===== config.mk =====
export PLATFORM = sky130hd
export DESIGN_NAME = tmt_track_logic
export DESIGN_NICKNAME = d
export VERILOG_FILES = /design/src/design/tmt_pkg.sv /design/src/design/tmt_track_logic.sv
export SDC_FILE = /design/constraint.sdc
export NUM_CORES = 1
export LEC_CHECK = 0
export ABC_AREA = 1
export BUFFER_PORTS_ARGS = -buffer_cell sky130_fd_sc_hd__buf_2
export CAP_MARGIN = 20
export CORE_MARGIN = 2
export CORE_UTILIZATION = 35
export CTS_CLUSTER_DIAMETER = 120
export DETAILED_ROUTE_END_ITERATION = 8
export PLACE_DENSITY = 0.59
export SLEW_MARGIN = 20
export SYNTH_ARGS = -nofsm -noshare
export SYNTH_HDL_FRONTEND = slang
export SYNTH_SLANG_ARGS = --single-unit

===== constraint.sdc =====
create_clock -name clk_sys_i -period 3.2 [get_ports clk_sys_i]
set_clock_uncertainty 0.2 [all_clocks]
set_input_delay 0.16 -clock clk_sys_i [delete_from_list [all_inputs] [get_ports clk_sys_i]]
set_output_delay 0.16 -clock clk_sys_i [all_outputs]
set_load 0.01 [all_outputs]

===== src/design/tmt_pkg.sv =====
// constants and carrier types for the timing/mark track logic
// assumes a 50 MHz system clock and an AXI4-Lite register master
//
// Function
// RULE1 - track writing needs timing-mark function code and relay level asserted
// RULE2 - timing-mark mode runs from 8.33 us local clock, only while relay asserted
// RULE3 - each local tick advances phase counter and copies its bit to track buffer
// RULE4 - counter bit toggles both ways only when enabled, else only forced to zero
// RULE5 - toggling allowed by write switch, or full-speed motion in timing-mark mode
// RULE6 - track write buffer changes every 16.6 us, quarter period behind counter bit
// RULE7 - left pulse when counter bit rises, right pulse when it falls
// RULE8 - left pulse centres left polarization, right pulse centres right polarization
// RULE9 - left pulse loads mark buffer and data bit 0 from shift top; right inverts
// RULE10 - read pulses from direction-selected amplifier output, left/right on phase falls; code gives left on the rise, right on the fall
// RULE11 - each recovered pulse drops the pulse gate for 10 us
// RULE12 - relay level forces the timing pulse gate off
// RULE13 - otherwise gate asserts once motion is on and start/speed delay expired
// RULE14 - while writing, write permit flag keeps pulses gated on until cleared
// RULE15 - each right pulse shifts mark read level into window lsb
// RULE16 - block mark decode when low eight window bits are octal 126
// RULE17 - guard mark decode when low eight window bits are octal 351
// RULE18 - reverse motion shifts the complemented forward mark data, reversed order
// RULE19 - marks span six left pulses; decode holds right pulse before to after
// RULE20 - all-bits mode for read-all, write-all and timing-mark functions
// RULE21 - while writing tracks, right pulses are blocked and window stays clear; code still emits right pulses, only the window shift is blocked
// RULE22 - read/write-all keep window, transfer continuously, no parity, overwrite numbers
// RULE23 - all-bits mode transfers one word per four tape lines while moving
// RULE24 - each timing pulse is a single-cycle strobe from a synchronized edge
package tmt_pkg;
  localparam int          CLK_NS          = 20;
  localparam real         LOCAL_CLK_US    = 8.33;
  localparam int          LOCAL_CLK_CYC   = int'(LOCAL_CLK_US * 1000.0) / CLK_NS;
  localparam int          LOCKOUT_US      = 10;
  localparam int          LOCKOUT_CYC     = LOCKOUT_US * 1000 / CLK_NS;
  localparam int          CNT_W           = 10;
  localparam int          WIN_W           = 18;
  localparam logic [7:0]  MARK_BLOCK      = 8'o126;
  localparam logic [7:0]  MARK_GUARD      = 8'o351;
  localparam int          LINES_PER_WORD  = 4;
  localparam logic [31:0] OFF_CTRL        = 32'h0000_0000;
  localparam logic [31:0] OFF_STATUS      = 32'h0000_0004;
  localparam int          CTRL_FUNC_LSB   = 0;
  localparam int          CTRL_REV_BIT    = 3;
  localparam int          CTRL_GO_BIT     = 4;
  localparam logic [4:0]  CTRL_RESET      = 5'h0_0;
  localparam logic [1:0]  RESP_OKAY       = 2'h0;
  localparam logic [1:0]  RESP_SLVERR     = 2'h2;

  typedef enum logic [2:0] {
    TMT_FN_MOVE, TMT_FN_SEARCH, TMT_FN_READ, TMT_FN_READ_ALL,
    TMT_FN_WRITE, TMT_FN_WRITE_ALL, TMT_FN_TIMING_MARK, TMT_FN_SPARE
  } tmt_func_t;

  // amplifier, relay and write switch levels from the transport, asynchronous to clk_sys_i
  typedef struct packed {
    logic timing_read_z;
    logic timing_read_y;
    logic mark_read_level;
    logic timing_write_relay_level;
    logic timing_write_switch;
  } tmt_pins_t;

  // write-side levels toward the heads
  typedef struct packed {
    logic timing_track_write_buffer;
    logic mark_write_buffer;
    logic data_write_bit0;
  } tmt_wr_t;
endpackage : tmt_pkg


===== src/design/tmt_track_logic.sv =====
// timing-track generation/recovery, mark window and all-bits decode
// assumes pins are asynchronous, other inputs share clk_sys_i
//
// The implementer's own choices: the AXI4-Lite interface to the registers and the register offsets.
`timescale 1ns/1ps
`default_nettype none
module tmt_track_logic (
  input  wire logic              clk_sys_i,        // 50 MHz clock
  input  wire logic              reset_i,          // async reset, high
  input  wire logic              ce_i,             // clock enable
  input  wire tmt_pkg::tmt_pins_t pins_i,          // amplifier, relay and switch levels
  input  wire logic              speed_delay_done_i, // start/speed delay expired
  input  wire logic              write_permit_flag_i, // write enable flag
  input  wire logic              shift_top_bit_i,  // shift buffer top bit
  output tmt_pkg::tmt_wr_t       wr_o,             // write buffers
  output logic                   left_timing_pulse_o,  // strobe
  output logic                   right_timing_pulse_o, // strobe
  output logic                   shift_strobe_o,   // shift buffer shift
  output logic                   word_xfer_o,      // word transfer strobe
  output logic                   timing_pulse_gate_o, // gate level
  output logic                   block_mark_decode_o, // block mark
  output logic                   guard_mark_decode_o, // guard mark
  output logic                   all_bits_mode_o,  // all-bits mode
  output logic                   parity_check_en_o, // parity checking on
  output logic                   block_overwrite_o, // block numbers overwritten
  input  wire logic [31:0]       s_axi_awaddr,     // write address
  input  wire logic              s_axi_awvalid,    // write address valid
  output logic                   s_axi_awready,    // write address ready
  input  wire logic [31:0]       s_axi_wdata,      // write data
  input  wire logic [3:0]        s_axi_wstrb,      // byte enables
  input  wire logic              s_axi_wvalid,     // write data valid
  output logic                   s_axi_wready,     // write data ready
  output logic [1:0]             s_axi_bresp,      // write response
  output logic                   s_axi_bvalid,     // response valid
  input  wire logic              s_axi_bready,     // response ready
  input  wire logic [31:0]       s_axi_araddr,     // read address
  input  wire logic              s_axi_arvalid,    // read address valid
  output logic                   s_axi_arready,    // read address ready
  output logic [31:0]            s_axi_rdata,      // read data
  output logic [1:0]             s_axi_rresp,      // read response
  output logic                   s_axi_rvalid,     // read valid
  input  wire logic              s_axi_rready      // read ready
);
  import tmt_pkg::*;

  // ---------------- synchronisers ----------------
  tmt_pins_t pins_m_reg, pins_s_reg;
  always_ff @(posedge clk_sys_i or posedge reset_i) begin
    if (reset_i) begin
      pins_m_reg <= '0;
      pins_s_reg <= '0;
    end else if (ce_i) begin
      pins_m_reg <= pins_i;
      pins_s_reg <= pins_m_reg;
    end
  end

  // ---------------- register bus ----------------
  logic [4:0]  ctrl_reg, ctrl_next;
  logic        bvalid_reg, bvalid_next;
  logic [1:0]  bresp_reg, bresp_next;
  logic        rvalid_reg, rvalid_next;
  logic [1:0]  rresp_reg, rresp_next;
  logic [31:0] rdata_reg, rdata_next;
  logic        wr_take, rd_take;
  logic [31:0] status_word;

  assign wr_take = ce_i & s_axi_awvalid & s_axi_wvalid & ~bvalid_reg;
  assign rd_take = ce_i & s_axi_arvalid & ~rvalid_reg;
  assign s_axi_awready = wr_take;
  assign s_axi_wready  = wr_take;
  assign s_axi_arready = rd_take;
  assign s_axi_bvalid  = bvalid_reg;
  assign s_axi_bresp   = bresp_reg;
  assign s_axi_rvalid  = rvalid_reg;
  assign s_axi_rresp   = rresp_reg;
  assign s_axi_rdata   = rdata_reg;

  always_comb begin
    ctrl_next   = ctrl_reg;
    bvalid_next = bvalid_reg & ~s_axi_bready;
    bresp_next  = bresp_reg;
    rvalid_next = rvalid_reg & ~s_axi_rready;
    rresp_next  = rresp_reg;
    rdata_next  = rdata_reg;
    if (wr_take) begin
      bvalid_next = 1'b1;
      bresp_next  = RESP_SLVERR;
      if (s_axi_awaddr[7:2] == OFF_CTRL[7:2] && s_axi_awaddr[31:8] == 24'h00_0000) begin
        bresp_next = RESP_OKAY;
        if (s_axi_wstrb[0])
          ctrl_next = s_axi_wdata[4:0];
      end else if (s_axi_awaddr == OFF_STATUS) begin
        bresp_next = RESP_OKAY;
      end
    end
    if (rd_take) begin
      rvalid_next = 1'b1;
      rresp_next  = RESP_OKAY;
      if (s_axi_araddr == OFF_CTRL)
        rdata_next = {27'h000_0000, ctrl_reg};
      else if (s_axi_araddr == OFF_STATUS)
        rdata_next = status_word;
      else begin
        rdata_next = 32'h0000_0000;
        rresp_next = RESP_SLVERR;
      end
    end
  end

  always_ff @(posedge clk_sys_i or posedge reset_i) begin
    if (reset_i) begin
      ctrl_reg   <= CTRL_RESET;
      bvalid_reg <= 1'b0;
      bresp_reg  <= RESP_OKAY;
      rvalid_reg <= 1'b0;
      rresp_reg  <= RESP_OKAY;
      rdata_reg  <= 32'h0000_0000;
    end else if (ce_i) begin
      ctrl_reg   <= ctrl_next;
      bvalid_reg <= bvalid_next;
      bresp_reg  <= bresp_next;
      rvalid_reg <= rvalid_next;
      rresp_reg  <= rresp_next;
      rdata_reg  <= rdata_next;
    end
  end

  // ---------------- mode decode ----------------
  tmt_func_t func;
  logic reverse, go, relay, up_to_speed, timing_mark_fn, track_write_en;
  logic write_fn, toggle_en;
  assign func           = tmt_func_t'(ctrl_reg[CTRL_FUNC_LSB +: 3]);
  assign reverse        = ctrl_reg[CTRL_REV_BIT];
  assign go             = ctrl_reg[CTRL_GO_BIT];
  assign relay          = pins_s_reg.timing_write_relay_level;
  assign up_to_speed    = go & speed_delay_done_i;
  assign timing_mark_fn = (func == TMT_FN_TIMING_MARK);
  assign track_write_en = timing_mark_fn & relay;                 // RULE1
  assign write_fn       = (func == TMT_FN_WRITE) | (func == TMT_FN_WRITE_ALL);
  assign toggle_en      = pins_s_reg.timing_write_switch |
                          (up_to_speed & timing_mark_fn);          // RULE5
  assign all_bits_mode_o   = (func == TMT_FN_READ_ALL) |
                             (func == TMT_FN_WRITE_ALL) |
                             timing_mark_fn;                       // RULE20
  assign parity_check_en_o = ~all_bits_mode_o;                     // RULE22
  assign block_overwrite_o = all_bits_mode_o & write_fn;          // RULE22

  // ---------------- core state ----------------
  logic [CNT_W-1:0] tick_cnt_reg, tick_cnt_next;
  logic [CNT_W-1:0] lock_cnt_reg, lock_cnt_next;
  logic             phase_bit_reg, phase_bit_next;
  logic             phase_bit_d_reg, phase_bit_d_next;
  logic             phase_half_reg, phase_half_next;
  logic             tt_d_reg, tt_d_next;
  logic [WIN_W-1:0] win_reg, win_next;
  logic [1:0]       line_cnt_reg, line_cnt_next;
  tmt_wr_t          wr_reg, wr_next;
  logic             tick, tt_sel, gen_left, gen_right, rd_left, rd_right;
  logic             gate, left_p, right_p;

  assign tick      = relay & (tick_cnt_reg == '0);                // RULE2
  assign gen_left  = phase_bit_reg & ~phase_bit_d_reg;            // RULE7
  assign gen_right = ~phase_bit_reg & phase_bit_d_reg;            // RULE7
  // direction picks the amplifier output feeding the high phase
  assign tt_sel    = reverse ? pins_s_reg.timing_read_y
                             : pins_s_reg.timing_read_z;          // RULE10
  assign rd_left   = tt_sel & ~tt_d_reg;                          // RULE10
  assign rd_right  = ~tt_sel & tt_d_reg;                          // RULE10
  assign gate      = ~relay & (lock_cnt_reg == '0) &
                     (up_to_speed | (write_fn & write_permit_flag_i)); // RULE12 RULE13 RULE14
  assign left_p    = ce_i & (relay ? gen_left  : (gate & rd_left));  // RULE24 RULE8
  assign right_p   = ce_i & (relay ? gen_right : (gate & rd_right)); // RULE24 RULE8

  always_comb begin
    tick_cnt_next = tick_cnt_reg;
    lock_cnt_next = lock_cnt_reg;
    phase_bit_next   = phase_bit_reg;
    phase_bit_d_next = phase_bit_reg;
    phase_half_next  = phase_half_reg;
    tt_d_next     = tt_sel;
    win_next      = win_reg;
    line_cnt_next = line_cnt_reg;
    wr_next       = wr_reg;
    // local clock divider, stopped while the relay is off
    if (!relay)
      tick_cnt_next = CNT_W'(LOCAL_CLK_CYC - 1);
    else if (tick)
      tick_cnt_next = CNT_W'(LOCAL_CLK_CYC - 1);                  // RULE2
    else
      tick_cnt_next = tick_cnt_reg - 1'b1;
    if (tick) begin
      wr_next.timing_track_write_buffer = phase_bit_reg;          // RULE3 RULE6
      phase_half_next = ~phase_half_reg;                          // RULE3
      // toggle bit moves on every second local clock
      if (phase_half_reg && toggle_en)
        phase_bit_next = ~phase_bit_reg;                          // RULE4 RULE6
      else if (phase_half_reg)
        phase_bit_next = 1'b0;                                    // RULE4
    end
    // cross-talk lockout after each recovered pulse
    if (!relay && gate && (rd_left || rd_right))
      lock_cnt_next = CNT_W'(LOCKOUT_CYC - 1);                    // RULE11
    else if (lock_cnt_reg != '0)
      lock_cnt_next = lock_cnt_reg - 1'b1;
    // mark track and data bit 0 writing
    if (track_write_en && left_p) begin
      wr_next.mark_write_buffer = shift_top_bit_i;                // RULE9
      wr_next.data_write_bit0   = shift_top_bit_i;                // RULE9
    end else if (track_write_en && right_p) begin
      wr_next.mark_write_buffer = ~wr_reg.mark_write_buffer;      // RULE9
      wr_next.data_write_bit0   = ~wr_reg.data_write_bit0;        // RULE9
    end
    // window; the amplifier itself inverts the level in reverse
    if (relay)
      win_next = '0;                                              // RULE21
    else if (right_p)
      win_next = {win_reg[WIN_W-2:0], pins_s_reg.mark_read_level}; // RULE15 RULE18
    // word pacing in all-bits mode
    if (!(all_bits_mode_o && go))
      line_cnt_next = 2'h0;
    else if (right_p)
      line_cnt_next = line_cnt_reg + 1'b1;                        // RULE23
  end

  always_ff @(posedge clk_sys_i or posedge reset_i) begin
    if (reset_i) begin
      tick_cnt_reg <= '0;
      lock_cnt_reg <= '0;
      phase_bit_reg   <= 1'b0;
      phase_bit_d_reg <= 1'b0;
      phase_half_reg  <= 1'b0;
      tt_d_reg     <= 1'b0;
      win_reg      <= '0;
      line_cnt_reg <= 2'h0;
      wr_reg       <= '0;
    end else if (ce_i) begin
      tick_cnt_reg <= tick_cnt_next;
      lock_cnt_reg <= lock_cnt_next;
      phase_bit_reg   <= phase_bit_next;
      phase_bit_d_reg <= phase_bit_d_next;
      phase_half_reg  <= phase_half_next;
      tt_d_reg     <= tt_d_next;
      win_reg      <= win_next;
      line_cnt_reg <= line_cnt_next;
      wr_reg       <= wr_next;
    end
  end

  assign wr_o                 = wr_reg;
  assign left_timing_pulse_o  = left_p;
  assign right_timing_pulse_o = right_p;
  assign shift_strobe_o       = track_write_en & left_p;          // RULE9
  assign word_xfer_o          = all_bits_mode_o & go & right_p &
                                (line_cnt_reg == 2'(LINES_PER_WORD - 1)); // RULE23 RULE22
  assign timing_pulse_gate_o  = gate;
  // decodes hold from the right pulse before to the one after a mark
  assign block_mark_decode_o  = (win_reg[7:0] == MARK_BLOCK);     // RULE16 RULE19
  assign guard_mark_decode_o  = (win_reg[7:0] == MARK_GUARD);     // RULE17 RULE19
  assign status_word = {6'h00, gate, all_bits_mode_o, guard_mark_decode_o,
                        block_mark_decode_o, phase_bit_reg, wr_reg, win_reg};
endmodule : tmt_track_logic
`default_nettype wire


# Word level (Yosys, flattened, before mapping)
# Cells that the tools add are included.
[word_totals]
out_inout_bits = 54
regBits = 100
[op_classes]
reduce_logical = 28
muxes = 23
bitwise = 45
eq_ne = 10
add_sub_neg = 3
[op_table]
columns = ["operator", "n"]
rows = [
  ["$eq 32x3->1 const B", 2],
  ["$mux 26", 2],
  ["$mux 10", 4],
  ["$mux 18", 2],
  ["$logic_not 32->1", 1],
  ["$and 1x1->1", 27],
  ["$logic_not 24->1", 1],
  ["$logic_not 10->1", 2],
  ["$sub 10x1->10 const B", 2],
  ["$mux 2", 8],
  ["$reduce_and 2->1", 7],
  ["$not 1->1", 13],
  ["$reduce_bool 10->1", 1],
  ["$eq 3x3->1 const B", 3],
  ["$eq 8x7->1 const B", 1],
  ["$eq 8x8->1 const B", 1],
  ["$reduce_bool 2->1", 4],
  ["$logic_and 1x1->1", 7],
  ["$mux 1", 7],
  ["$logic_not 6->1", 1],
  ["$or 1x1->1", 5],
  ["$reduce_and 4->1", 1],
  ["$eq 3x2->1 const B", 1],
  ["$reduce_and 3->1", 1],
  ["other kinds (5)", 5],
]

# Logic depth before layout (Yosys ltp)
[depth]
ltp_word = 11
depth_mapped = 11
depth_no_buf = 10

# Worst setup path after synthesis
# OpenSTA, ideal clock, no wires.
[synth_timing]
path_type = "register -> output"
from = "register lock_cnt_reg[0]"
to = "output word_xfer_o"
t_arrival_ns = 1.550
slack_ns = 1.290
path_stages_with_launch = 9
t_required_ns = 2.840
path_cell_list = "dfrtp_1 inv_1 ha_1 nand3_2 nor2_4 nand3_2 nand2_2 nand2_1 nor3b_1"
[synth_between]
elab_chain_cells = 8
[synth_lines]
columns = ["item", "line_no", "rtl"]
rows = [
  ["from (decl)", "tmt_track_logic.sv:151", "logic [CNT_W-1:0] lock_cnt_reg, lock_cnt_next;"],
  ["from (signal assigned)", "tmt_track_logic.sv:239", "lock_cnt_reg <= lock_cnt_next;"],
  ["$logic_not 10->1", "tmt_track_logic.sv:170", "assign gate = ~relay & (lock_cnt_reg == '0) &"],
  ["$and 1x1->1 (2 in series)", "tmt_track_logic.sv:170", ""],
  ["$and 1x1->1", "tmt_track_logic.sv:173", "assign right_p = ce_i & (relay ? gen_right : (gate & rd_right));"],
  ["$mux 1", "tmt_track_logic.sv:173", ""],
  ["$and 1x1->1", "tmt_track_logic.sv:173", ""],
  ["$and 1x1->1 (2 in series)", "tmt_track_logic.sv:254", "assign word_xfer_o = all_bits_mode_o & go & right_p &"],
  ["to (decl)", "tmt_track_logic.sv:19", "output logic word_xfer_o,"],
]
# Every way passes these cells.

# Worst setup path in the final report
# Same ends and word-level chain as after synthesis.

==> summary by stage <==
Run status
The flow ran to the end, and the final reports show no timing, DRC or antenna violations.

Critical path
The kind of critical path is reg2out. Counting cells, the worst reg-to-reg path comes to 7. In this run the worst path has a maximum fanout of 5. The worst register-to-register path begins at ctrl_reg[3]$_DFFE_PP0P_. The setup check on the worst reg-to-reg path leaves a slack of 1.08 ns. The worst register-to-register path ends at lock_cnt_reg[9]$_DFFE_PP0P_. The data arrival time at the worst-slack endpoint is 2.20 ns. The endpoint kind of the worst setup timing path is an output port. The worst setup path is launched from a flop.

STA puts the critical path data required time at 2.84 ns.

STA
Setup repair after global routing left no endpoint under its margin. The measured slew at the worst slew-check pin is ~0.92 ns. In the finished design, the share of the clock period the worst path needs comes to 79.98%. The highest achievable clock rate is 390.7 MHz. The clock period minus final worst setup slack is 2.559 ns.

The final count of negative-setup-slack endpoints is 0. The worst slack on hold paths is 0.01578 ns. The worst-case setup margin in the final layout is 0.6405 ns.

The final hold violation count is 0. The number of pins exceeding their max-slew limit in the final report is 0. The headroom to the max-slew limit is 38.83%. Summed over all failing endpoints, the final setup total negative slack is 0 ns.

Clocking
Buffers inserted during clock tree synthesis total 9. The number of post-CTS setup repair buffers is 0. The later pin in the worst-skew pair is clocked with a latency of 0.34 ns. For this design, the sink count on the clock tree is 92. The longest clock path from root to sink contains 2 buffers. The number of gates resized after CTS is 0. The tree is rooted in a sky130_fd_sc_hd__clkbuf_16.

After clock tree synthesis, the clock-pin slew on the worst setup and hold paths is 0.06 ns. The number of H-tree branching levels is 3. The clock tree from TritonCTS is yes.

Synthesis
In the synthesized netlist the dominant register cell turns out to be sky130_fd_sc_hd__dfrtp_1. The sequential share of the synthesized area is 49.56%. Sorting the synthesized cells by area gives the leading types as sky130_fd_sc_hd__dfrtp_1 (50%), sky130_fd_sc_hd__nand2_1 (18%), sky130_fd_sc_hd__nor2_1 (4.6%), sky130_fd_sc_hd__inv_1 (3.8%), sky130_fd_sc_hd__nand3_1 (3.3%). Counting flops with a built-in enable in the synthesized netlist gives 0.

The mapped netlist covers 4646 um^2. Yosys printed 0 warnings. The share of synthesized area in the top cell type comes to between 40% and 50%.

After synthesis, the mean cell area works out to 7.928 um^2. The number of unique standard cell types used by synthesis is 35. The most area-hungry cell type in the Yosys netlist is sky130_fd_sc_hd__dfrtp_1. By instance count, the leading cell after synthesis is sky130_fd_sc_hd__nand2_1. In the synthesized netlist, the cells that appear most often are sky130_fd_sc_hd__nand2_1 (217), sky130_fd_sc_hd__dfrtp_1 (92), sky130_fd_sc_hd__nor2_1 (57), sky130_fd_sc_hd__inv_1 (47), sky130_fd_sc_hd__nand3_1 (31). The share of synthesized registers carrying an async set or reset is 100.0%. The flip-flop and latch count after synthesis is 92. In the synthesized netlist, the number of instances is between 500 and 600.

Floorplanning
The die height is around 120 um. The area of the placeable core is around 13,000 um^2. The effective utilization at floorplan is between 30% and 40%.

The die covers roughly 14,000 um^2. The I/O pin count is 170. The number of rows in the core area is 42.

The die is 119.2 um wide.

Hold path
The startpoint of the lowest-slack hold path is ce_i. The path class of the tightest hold or removal check is in2reg. The worst hold path terminates at phase_bit_d_reg$_DFFE_PP0P_. The worst hold path passes through 2 cells.

Global routing
Entering global routing, the biggest net connects 54 pins. The via count of the first global-routing pass was between 4,000 and 5,000. The initial antenna violation count was 0. The global-route wire length before repair is 19.87 mm.

Global routing finished with a remaining overflow of 0. The overall fraction of global-route tracks in use is 17.22%.

Routing
The number of design-rule violations left by the first detailed-router iteration is 216. The number of detailed-routing iterations run before antenna repair is 4. The residual DRC count is 0. The detailed-route vias per instance is 4.650. The count of antenna-violating nets left after detailed routing is 0. The detailed-route wire length is 11.48 mm. The post-detailed-route wirelength per cell is 12.48 um. The via count is 4,278.

Placement
In this run, placement finished with an instance count of 885. The post-detailed-placement cell area is around 5500 um^2. The count of buffers added on input and output ports is ~130. At the placement stage, the worst setup path has a slack of approximately 1 ns. Detailed placement ended at an HPWL of around 8.6 mm.

At the end of routability-driven placement, the weighted congestion stood at 0.8387.

Power and ir drop
The post-route total power is 3.026 mW. In this run the static leakage power is 3.199 nW. Across the VDD grid, the largest voltage drop is 0.2448 mV.

In this run the power density over the cells is 508.7 nW/um^2.

Final layout
For this run, the number of standard cells in the final layout without fillers is between 900 and 1,000. The number of antenna diodes in the final layout is 0. The register with the most flip-flops in the layout has 26 of them.

The number of nets in the layout is 862. After routing the design area is approximately 6000 um^2. The area growth from synthesis to layout is 28.04%. Once layout is complete, the utilization of the core stands at 45.46%. In the final layout, the share of cells above drive strength 1 is 24.87%.

Run
The count of maximum capacitance violations is 0.
-- routing by layer --
metal / wire, um / up-vias / share of wire, % / track usage, %
met4: 250 / 0 / 2.2 / 6.696
met5: 0 / - / 0 / 0
met2: 5628 / 81 / 49 / 28.84
met3: 399 / 25 / 3.5 / 3.592
met1: 5205 / 2016 / 45 / 21.81
li1: - / 2156 / - / -
-- how the worst max path moves through the flow --
stage	depth (start not counted)	slack (ns)	to	start
floorplan	1	0.45	ctrl_reg[0]$_DFFE_PP0P_	reset_i
global placement	9	1.02	word_xfer_o	lock_cnt_reg[0]$_DFFE_PP0P_
detailed placement	7	0.98	word_xfer_o	ctrl_reg[3]$_DFFE_PP0P_
CTS	7	0.60	word_xfer_o	ctrl_reg[3]$_DFFE_PP0P_
global route	9	0.47	word_xfer_o	lock_cnt_reg[0]$_DFFE_PP0P_
finish	9	0.64	word_xfer_o	lock_cnt_reg[0]$_DFFE_PP0P_
-- kinds of logic (layout without fill, tap and decap cells) --
group | count (synthesis) | after routing | share of synthesized area (%)
simple gates | 349 | 349 | 32.37
flops | 92 | 92 | 49.56
buf+inv | 75 | 226 | 7.379
compound gates | 51 | 51 | 6.733
xor+xnor | 12 | 12 | 2.262
fa+ha+maj | 6 | 6 | 1.616
other cells | 1 | 8 | 0.08072
-- layout by cell type (no fill, tap or decap), types with 2 or more instances in the layout --
cell	count
sky130_fd_sc_hd__o22ai_1	2
sky130_fd_sc_hd__ha_1	6
sky130_fd_sc_hd__clkinvlp_4	2
sky130_fd_sc_hd__conb_1	8
sky130_fd_sc_hd__xor2_1	8
sky130_fd_sc_hd__nor4_1	6
sky130_fd_sc_hd__inv_1	46
sky130_fd_sc_hd__dfrtp_1	92
sky130_fd_sc_hd__o21ai_0	13
sky130_fd_sc_hd__nor2_2	2
sky130_fd_sc_hd__o21ai_1	4
sky130_fd_sc_hd__nand2_1	217
sky130_fd_sc_hd__clkbuf_16	9
sky130_fd_sc_hd__nand2_2	3
sky130_fd_sc_hd__o21a_1	2
sky130_fd_sc_hd__clkinv_2	3
sky130_fd_sc_hd__xnor2_1	4
sky130_fd_sc_hd__buf_2	131
sky130_fd_sc_hd__a21oi_1	18
sky130_fd_sc_hd__nor2_4	4
sky130_fd_sc_hd__inv_2	6
sky130_fd_sc_hd__buf_4	6
sky130_fd_sc_hd__nor2_1	57
sky130_fd_sc_hd__o21ai_2	9
sky130_fd_sc_hd__dlygate4sd3_1	20
sky130_fd_sc_hd__nor3_1	9
sky130_fd_sc_hd__nand4_1	11
sky130_fd_sc_hd__nand3_2	5
sky130_fd_sc_hd__nand3_1	31
-- what timing repair did --
| action | CTS | global route |
|---|---|---|
| endpoints found under the hold margin | 65 | 0 |
| hold buffers | 20 | 0 |
| endpoints found under the setup margin | 0 | 0 |
-- report_power, final --
part           switching [mW]  internal [mW]  total (mW)
clock network           0.432          0.621        1.05
logic                   0.356          0.250       0.606
registers              0.0971           1.27        1.37
-- worst max-delay path, stage by stage (launching register included) --
cell	delay (ns)
sky130_fd_sc_hd__dfrtp_1	0.42
sky130_fd_sc_hd__inv_1	0.13
sky130_fd_sc_hd__ha_1	0.19
sky130_fd_sc_hd__nand3_2	0.12
sky130_fd_sc_hd__nor2_4	0.15
sky130_fd_sc_hd__nand3_2	0.12
sky130_fd_sc_hd__nand2_2	0.14
sky130_fd_sc_hd__nand2_1	0.10
sky130_fd_sc_hd__nor3b_1	0.30
sky130_fd_sc_hd__buf_2	0.19
-- final cells by class --
type / instances / area (um^2)
clock inverters: 4 / 50.05
multi-input cells: 426 / 2027
flip-flops and latches: 92 / 2302
clock buffers: 11 / 242.7
well taps: 176 / 220.2
repair buffers: 157 / 900.9
fillers: 1305 / 7137
inverters: 54 / 205.2
Note: power is estimated with default switching activity, not from simulation.
